--- config.mk ---
export PLATFORM = sky130hd
export DESIGN_NAME = uacp_top
export DESIGN_NICKNAME = d
export VERILOG_FILES = /design/src/shared/uacp_pkg.sv /design/src/design/uacp_top.sv
export VERILOG_INCLUDE_DIRS = /design/src /design/src/shared
export SDC_FILE = /design/constraint.sdc
export NUM_CORES = 1
export LEC_CHECK = 0
export BUFFER_PORTS_ARGS = -buffer_cell sky130_fd_sc_hd__buf_2
export CAP_MARGIN = 15
export CORE_MARGIN = 4
export CORE_UTILIZATION = 46
export DETAILED_ROUTE_END_ITERATION = 10
export GPL_TIMING_DRIVEN = 0
export PLACE_DENSITY = 0.75
export SYNTH_ARGS = -nofsm -noshare
export SYNTH_HDL_FRONTEND = slang
export SYNTH_SLANG_ARGS = --single-unit
--- constraint.sdc ---
create_clock -name clk_i -period 2.4 [get_ports clk_i]
set_clock_uncertainty 0.2 [all_clocks]
set_input_delay 0.48 -clock clk_i [delete_from_list [all_inputs] [get_ports clk_i]]
set_output_delay 0.48 -clock clk_i [all_outputs]
set_load 0.02 [all_outputs]
--- src/shared/uacp_defines.svh ---
// Offsets, field positions and timing counts for the ancillary pin control block
`ifndef UACP_DEFINES_SVH
`define UACP_DEFINES_SVH

`define UACP_CLK_PERIOD_NS 8
`define UACP_RST_MIN_NS 40
// Least time rounds up to whole cycles
`define UACP_RST_MIN_CYC ((`UACP_RST_MIN_NS + `UACP_CLK_PERIOD_NS - 1) / `UACP_CLK_PERIOD_NS)

`define UACP_CTRL_OFS 12'h000
`define UACP_STAT_OFS 12'h004

`define UACP_CTRL_OSC_STOP 0
`define UACP_CTRL_RESET 32'h0000_0000

`define UACP_STAT_STYLE 0
`define UACP_STAT_RATE_FAST 1
`define UACP_STAT_RX_SEL 2
`define UACP_STAT_PUMP_EN 3
`define UACP_STAT_ISOLATED 4
`define UACP_STAT_DEV_RESET 5
`define UACP_STAT_OSC_RUN 6

`define UACP_PIN_W 13
`define UACP_PIN_STYLE 0
`define UACP_PIN_RESET 1
`define UACP_PIN_ISOLATE 2
`define UACP_PIN_AUTOSLEEP 3
`define UACP_PIN_RX_SEL 4
`define UACP_PIN_RX_LOGIC 5
`define UACP_PIN_RX_LINE 6
`define UACP_PIN_RATE 7
`define UACP_PIN_CS_B 8
`define UACP_PIN_RD_B 9
`define UACP_PIN_WR_B 10
`define UACP_PIN_RW 11
`define UACP_PIN_OSC 12

`endif

--- src/shared/uacp_pkg.sv ---
// Types shared by the ancillary pin control block
package uacp_pkg;
    typedef enum logic [2:0] {
        UACP_RST_IDLE = 3'b001,
        UACP_RST_QUAL = 3'b010,
        UACP_RST_ACTIVE = 3'b100
    } uacp_rst_state_t;
endpackage : uacp_pkg

--- src/design/uacp_top.sv ---
// Ancillary pin control: bus style, reset pin, isolation, charge pump, rx source, rate and clock buffer
//
// Contract
// - Style pin high selects separate read/write strobes; low selects direction line.
// - Reset pin is active high in strobe style, active low in direction style.
// - Reset held at least 40 ns returns registers and UART outputs to defaults.
// - During reset, transmitter output stays high and receiver input is ignored.
// - Isolation pin during sleep keeps host bus activity away from the core.
// - Autosleep pin high with oscillator stopped turns the charge pump off.
// - Channel B receive comes from logic-level pin when select high, else line-level.
// - Rate pin high allows 1 Mbps maximum, low limits to 250 Kbps.
// - A buffered copy of the oscillator input drives the oscillator output pin; the pin is held low while the oscillator is stopped.
// - Host bus cycles are timed by chip select and strobes, not the oscillator.
`include "uacp_defines.svh"

module uacp_top #(
    parameter int RST_CNT_W = 4
) (
    input wire logic clk_i,
    input wire logic rst_b_i,
    input wire logic psel_i,
    input wire logic penable_i,
    input wire logic pwrite_i,
    input wire logic [11:0] paddr_i,
    input wire logic [31:0] pwdata_i,
    output logic [31:0] prdata_o,
    output logic pready_o,
    output logic pslverr_o,
    input wire logic bus_style_sel_i,
    input wire logic dev_reset_pin_i,
    input wire logic bus_isolate_request_i,
    input wire logic pump_autosleep_i,
    input wire logic rx_source_select_i,
    input wire logic logic_level_rx_in_i,
    input wire logic line_level_rx_in_i,
    input wire logic rate_select_i,
    input wire logic host_cs_b_i,
    input wire logic host_rd_b_i,
    input wire logic host_wr_b_i,
    input wire logic host_rw_i,
    input wire logic osc_input_i,
    input wire logic core_tx_i,
    output logic uart_tx_o,
    output logic core_rx_o,
    output logic core_read_o,
    output logic core_write_o,
    output logic core_reset_o,
    output logic bus_isolated_o,
    output logic pump_enable_o,
    output logic rate_fast_o,
    output logic osc_buffered_out_o
);
    localparam logic [RST_CNT_W-1:0] RST_LAST = RST_CNT_W'(`UACP_RST_MIN_CYC - 1);

    logic [`UACP_PIN_W-1:0] pins, s1_q, s2_q, s3_q, filt_q, filt_d;
    uacp_pkg::uacp_rst_state_t st_q, st_d;
    logic [RST_CNT_W-1:0] cnt_q, cnt_d;
    logic [31:0] ctrl_q, ctrl_d, rdata_d, stat;
    logic pready_d, slverr_d, rd_act, wr_act, rd_act_q, wr_act_q, blocked, rst_act, osc_stop;
    logic tx_d, rx_d, crd_d, cwr_d, iso_d, pump_d, osc_d;

    assign pins = {osc_input_i, host_rw_i, host_wr_b_i, host_rd_b_i, host_cs_b_i, rate_select_i,
                   line_level_rx_in_i, logic_level_rx_in_i, rx_source_select_i, pump_autosleep_i,
                   bus_isolate_request_i, dev_reset_pin_i, bus_style_sel_i};

    // Three stages; a bit changes only once the last two agree
    always_comb begin
        filt_d = filt_q;
        for (int i = 0; i < `UACP_PIN_W; i++) begin
            if (s2_q[i] == s3_q[i]) begin
                filt_d[i] = s3_q[i];
            end
        end
    end

    always_ff @(posedge clk_i) begin
        s1_q <= pins;
        s2_q <= s1_q;
        s3_q <= s2_q;
        // Start from the synchronised pins so idle strobes and reset pin give no false edge after reset
        if (!rst_b_i) begin
            filt_q <= s3_q;
        end else begin
            filt_q <= filt_d;
        end
    end

    // Active level follows the bus style
    assign rst_act = filt_q[`UACP_PIN_STYLE] ? filt_q[`UACP_PIN_RESET] : !filt_q[`UACP_PIN_RESET];

    // Short glitches are not taken as a reset
    always_comb begin
        st_d = st_q;
        cnt_d = '0;
        case (st_q)
            uacp_pkg::UACP_RST_IDLE: begin
                if (rst_act) begin
                    st_d = uacp_pkg::UACP_RST_QUAL;
                end
            end
            uacp_pkg::UACP_RST_QUAL: begin
                cnt_d = cnt_q + RST_CNT_W'(1);
                if (!rst_act) begin
                    st_d = uacp_pkg::UACP_RST_IDLE;
                end else if (cnt_q == RST_LAST - RST_CNT_W'(1)) begin
                    st_d = uacp_pkg::UACP_RST_ACTIVE;
                end
            end
            uacp_pkg::UACP_RST_ACTIVE: begin
                if (!rst_act) begin
                    st_d = uacp_pkg::UACP_RST_IDLE;
                end
            end
            default: begin
                st_d = uacp_pkg::UACP_RST_IDLE;
            end
        endcase
    end

    always_ff @(posedge clk_i) begin
        if (!rst_b_i) begin
            st_q <= uacp_pkg::UACP_RST_IDLE;
            cnt_q <= '0;
        end else begin
            st_q <= st_d;
            cnt_q <= cnt_d;
        end
    end

    // Host strobes decoded purely from pins, no oscillator involved
    assign rd_act = !filt_q[`UACP_PIN_CS_B] &&
                    (filt_q[`UACP_PIN_STYLE] ? !filt_q[`UACP_PIN_RD_B] : filt_q[`UACP_PIN_RW]);
    assign wr_act = !filt_q[`UACP_PIN_CS_B] &&
                    (filt_q[`UACP_PIN_STYLE] ? !filt_q[`UACP_PIN_WR_B] : !filt_q[`UACP_PIN_RW]);
    assign osc_stop = ctrl_q[`UACP_CTRL_OSC_STOP];

    always_comb begin
        iso_d = filt_q[`UACP_PIN_ISOLATE] && osc_stop;
        blocked = iso_d || (st_d == uacp_pkg::UACP_RST_ACTIVE);
        crd_d = rd_act && !rd_act_q && !blocked;
        cwr_d = wr_act && !wr_act_q && !blocked;
        pump_d = !(filt_q[`UACP_PIN_AUTOSLEEP] && osc_stop);
        osc_d = filt_q[`UACP_PIN_OSC] && !osc_stop;
        tx_d = core_tx_i;
        rx_d = filt_q[`UACP_PIN_RX_SEL] ? filt_q[`UACP_PIN_RX_LOGIC] : filt_q[`UACP_PIN_RX_LINE];
        if (st_d == uacp_pkg::UACP_RST_ACTIVE) begin
            tx_d = 1'b1;
            rx_d = 1'b1;
        end
    end

    always_ff @(posedge clk_i) begin
        if (!rst_b_i) begin
            rd_act_q <= 1'b0;
            wr_act_q <= 1'b0;
            core_read_o <= 1'b0;
            core_write_o <= 1'b0;
            bus_isolated_o <= 1'b0;
            pump_enable_o <= 1'b1;
            osc_buffered_out_o <= 1'b0;
            uart_tx_o <= 1'b1;
            core_rx_o <= 1'b1;
            core_reset_o <= 1'b0;
            rate_fast_o <= 1'b0;
        end else begin
            rd_act_q <= rd_act;
            wr_act_q <= wr_act;
            core_read_o <= crd_d;
            core_write_o <= cwr_d;
            bus_isolated_o <= iso_d;
            pump_enable_o <= pump_d;
            osc_buffered_out_o <= osc_d;
            uart_tx_o <= tx_d;
            core_rx_o <= rx_d;
            core_reset_o <= (st_d == uacp_pkg::UACP_RST_ACTIVE);
            rate_fast_o <= filt_q[`UACP_PIN_RATE];
        end
    end

    // APB slave, one wait state so every output leaves a flop
    always_comb begin
        stat = '0;
        stat[`UACP_STAT_STYLE] = filt_q[`UACP_PIN_STYLE];
        stat[`UACP_STAT_RATE_FAST] = rate_fast_o;
        stat[`UACP_STAT_RX_SEL] = filt_q[`UACP_PIN_RX_SEL];
        stat[`UACP_STAT_PUMP_EN] = pump_enable_o;
        stat[`UACP_STAT_ISOLATED] = bus_isolated_o;
        stat[`UACP_STAT_DEV_RESET] = core_reset_o;
        stat[`UACP_STAT_OSC_RUN] = !osc_stop;
        pready_d = psel_i && penable_i && !pready_o;
        slverr_d = 1'b0;
        rdata_d = '0;
        ctrl_d = ctrl_q;
        if (pready_d) begin
            case (paddr_i)
                `UACP_CTRL_OFS: rdata_d = ctrl_q;
                `UACP_STAT_OFS: rdata_d = stat;
                default: slverr_d = 1'b1;
            endcase
        end
        if (pready_o && pwrite_i && paddr_i == `UACP_CTRL_OFS) begin
            ctrl_d = 32'h0;
            ctrl_d[`UACP_CTRL_OSC_STOP] = pwdata_i[`UACP_CTRL_OSC_STOP];
        end
        if (st_d == uacp_pkg::UACP_RST_ACTIVE) begin
            ctrl_d = `UACP_CTRL_RESET;
        end
    end

    always_ff @(posedge clk_i) begin
        if (!rst_b_i) begin
            ctrl_q <= `UACP_CTRL_RESET;
            pready_o <= 1'b0;
            pslverr_o <= 1'b0;
            prdata_o <= '0;
        end else begin
            ctrl_q <= ctrl_d;
            pready_o <= pready_d;
            pslverr_o <= slverr_d;
            prdata_o <= rdata_d;
        end
    end

    logic [7:0] act_run_q;
    always_ff @(posedge clk_i) begin
        if (!rst_b_i || !rst_act) begin
            act_run_q <= '0;
        end else if (act_run_q != 8'hff) begin
            act_run_q <= act_run_q + 8'h01;
        end
    end
endmodule : uacp_top

==> impl_metrics.csv <==
group,metric,value,unit
run_status,status,"finished, final reports clean",
critical_path,ff2ff_path_depth,5,
power_and_ir_drop,p_sw_frac,0.225,
drt,drc,0,
floorplan,core,5240,µm²
power_and_ir_drop,max-vdd-ir-drop,0.538,mV
drt,vias,1464,
drt,dr.pass1.iters,4,
cells_and_area,drive_gt1_frac,0.334,
critical_path,worstSetupPathType,"reg2reg",
synth,syn_area_per_cell,12.8,µm²
place,place_hpwl,2570,µm
sta,slew_headroom,0.521,
critical_path,crit_family,"simple AND/OR/NAND/NOR gates",
power_and_ir_drop,p_comb_frac,0.074,
global_route,grt_max_degree,13,
cells_and_area,area_growth,23.6,%
sta,max_freq,480,MHz
critical_path,path_cells,"ha_1 -> nor4b_1 -> mux2i_1 -> nor3b_1 -> or3b_2",
place,routabilityCongestion,0.706,
synth,synth_compound_area_frac,0.0173,
global_route,overflow,0,
clocking,cts-buffers-inserted,9,
synth,seq_area_frac_synth,0.683,
synth,ys_ff_latch,80,
floorplan,dieHeight,82.2,µm
clocking,cts_resized,0,
place,pre_cts_slack,0.234,ns
critical_path,r2r_slack,0.32,ns
synth,synthMuxAreaShare,0.0158,
sta,period_share,0.869,
critical_path,critPathMaxStageDelay,0.62,ns
clocking,ctsHoldBuffers,0,
synth,syn_area,2530,µm²
floorplan,start_util,0.484,
drt,avgRoutedWirePerCell,9.92,µm
drt,drt-initial-drc-count,52,
floorplan,dieArea,6760,µm²
cells_and_area,diodes,0,
clocking,cts_max_path_buffers,2,
sta,finalHoldWorstSlack,0.0383,ns
critical_path,timing.rr.end,"uart_tx_o",
critical_path,r2r-start,"cnt_q[0]",
critical_path,cp_slowest_cell,"nor3b_1",
place,portBuffers,49,
sta,setup-violations-final,0,
hold_path,min_delay_path_depth,1,
global_route,antenna_found_initial,0,
clocking,cts_tree,"done",
run,cap_violations,0,
cells_and_area,final_common_cell,"dfxtp_1",
global_route,grt_pass1_vias,1305,
floorplan,die_x,82.2,µm
critical_path,cp-end-kind,"flip-flop",
synth,synth_top_family_by_area,"simple AND/OR/NAND/NOR gates",
power_and_ir_drop,p_int,1.96,mW
critical_path,crit_required,2.49,ns
floorplan,num_rows,26,
critical_path,worst_setup_path_start_kind,"flip-flop",
cells_and_area,utilization,0.598,
clocking,clk_latency,0.34,ns
global_route,grt_pass1_wl,5530,µm
drt,drt-total-wl,3540,µm
power_and_ir_drop,p_leak,1.45,nW
hold_path,holdPathEnd,"s1_q[5]",
floorplan,io_pins,106,
sta,slew_violations,0,
synth,ys_types,35,
clocking,cts.sinks,80,
sta,fin_ws,0.315,ns
synth,ys_top_cells_by_area,"dfxtp_1 53%, edfxtp_1 15%, buf_4 7.4%, xor2_1 4.8%, nand2_1 2.7%",
global_route,track_usage,0.115,
synth,synthAdderAreaFrac,0.00494,
clocking,cts_setup_buffers,0,
synth,synth-xor-area-share,0.0553,
drt,drt-vias-per-instance,4.10,
power_and_ir_drop,power_density,806,nW/µm²
hold_path,hp-start,"logic_level_rx_in_i",
sta,hold_violations,0,
clocking,cts.clk_slew.worst_paths,0.07,ns
clocking,cts_max_level,3,
synth,yosys_warnings,0,
synth,synth.largest_area_cell,"dfxtp_1",
drt,ant_nets,0,
power_and_ir_drop,p_clk_frac,0.341,
clocking,cts_root_buffer,"clkbuf_8",
cells_and_area,regArea,1730,µm²
synth,synthCells,198,
critical_path,crit_arrival,2.17,ns
critical_path,critPathBufInv,0,
sta,fin_crit,2.08,ns
power_and_ir_drop,power_frac_seq,0.584,
hold_path,hp-class,"in2reg",
power_and_ir_drop,power.net_switching,0.569,mW
cells_and_area,final_cell_mix,"67 x dfxtp_1, 49 x buf_2, 25 x buf_4, 25 x conb_1, 18 x nand2_1",
cells_and_area,multiInputGateArea,687,µm²
synth,synth_top_cell_area_share,0.529,
critical_path,crit_fanout,5,
sta,worstMarginPinSlew,0.718,ns
cells_and_area,layout.nets,346,
synth,synth-simple-area-share,0.141,
sta,fin_tns_setup,0,ns
sta,rsz0062_at_grt,"no",
cells_and_area,fillCellCount,439,
state kept, by name, indices dropped and copies added (netlist names), 3 cells and up:
signal,flops
prdata_o,7
filt_q,13
st_q,3
cnt_q,4
s1_q,13
s2_q,13
s3_q,13
cell usage after synthesis:
library cell	instances
and3_1	2
and4b_1	1
mux2i_1	4
o21ai_0	1
a211oi_1	2
or4_4	2
nor3b_1	1
nor2_1	10
o2111ai_1	1
or3_2	1
clkbuf_1	1
and2_1	6
inv_1	1
nor4_4	1
buf_4	25
nor2b_1	4
xnor2_1	2
edfxtp_1	13
nand3b_1	3
nor3b_2	1
nand2_1	18
and2b_1	1
nand3_1	2
buf_6	1
nand2b_1	1
nor3_1	3
or3b_2	1
conb_1	1
or2_2	1
nor4b_1	1
a21oi_1	3
dfxtp_1	67
ha_1	1
xor2_1	14
nor3_2	1
worst max path at each step:
stage / startpoint / endpoint / cells past startpoint
2_1_floorplan: paddr_i[5] / ctrl_q[0] / 4
3_3_place_gp: paddr_i[5] / prdata_o[2] / 5
3_5_place_dp: paddr_i[5] / prdata_o[1] / 5
4_1_cts: cnt_q[0] / uart_tx_o / 5
5_1_grt: cnt_q[0] / uart_tx_o / 5
6_report: cnt_q[0] / uart_tx_o / 5
power by group through the flow:
| stage | logic [mW] | clock network [mW] | registers (mW) |
|---|---|---|---|
| final | 0.188 | 0.862 | 1.48 |
| after global routing | 0.208 | 0.939 | 1.49 |
| after CTS | 0.188 | 0.888 | 1.48 |
| after detailed placement | 0.187 | 0 | 1.51 |
| after global placement | 0.183 | 0 | 1.50 |
| after floorplan | 0.131 | 0 | 1.51 |
stage by stage:
step / power, mW / instances / area [µm²]
6_report: 2.53 / 357 / 3130
5_1_grt: 2.63 / 357 / 3130
3_3_place_gp: 1.69 / 341 / 2960
4_1_cts: 2.55 / 357 / 3130
2_1_floorplan: 1.64 / 222 / 2630
3_5_place_dp: 1.69 / 341 / 2960
cell families after synthesis:
logic type,Yosys count
mux,4
flops,80
simple gates,61
xor+xnor,16
fa+ha+maj,1
other cells,1
compound gates,7
buf+inv,28
routing by layer:
metal | wire length (µm) | global-route usage | vias to the layer above
met5 | 0 | 0 | -
met3 | 382 | 0.0390 | 11
met1 | 1430 | 0.112 | 621
met2 | 1590 | 0.192 | 61
met4 | 138 | 0.105 | 0
li1 | - | - | 771
area by class of cell:
type / instances / share of cell area
tap: 70 / 0.0280
inverter: 1 / 0.00120
timing repair buffer: 49 / 0.0783
clock buffer: 13 / 0.0507
clock inverter: 3 / 0.00519
sequential: 80 / 0.553
multi-input combinational: 114 / 0.219
buffer: 27 / 0.0647
(Power assumes the default switching activity.)
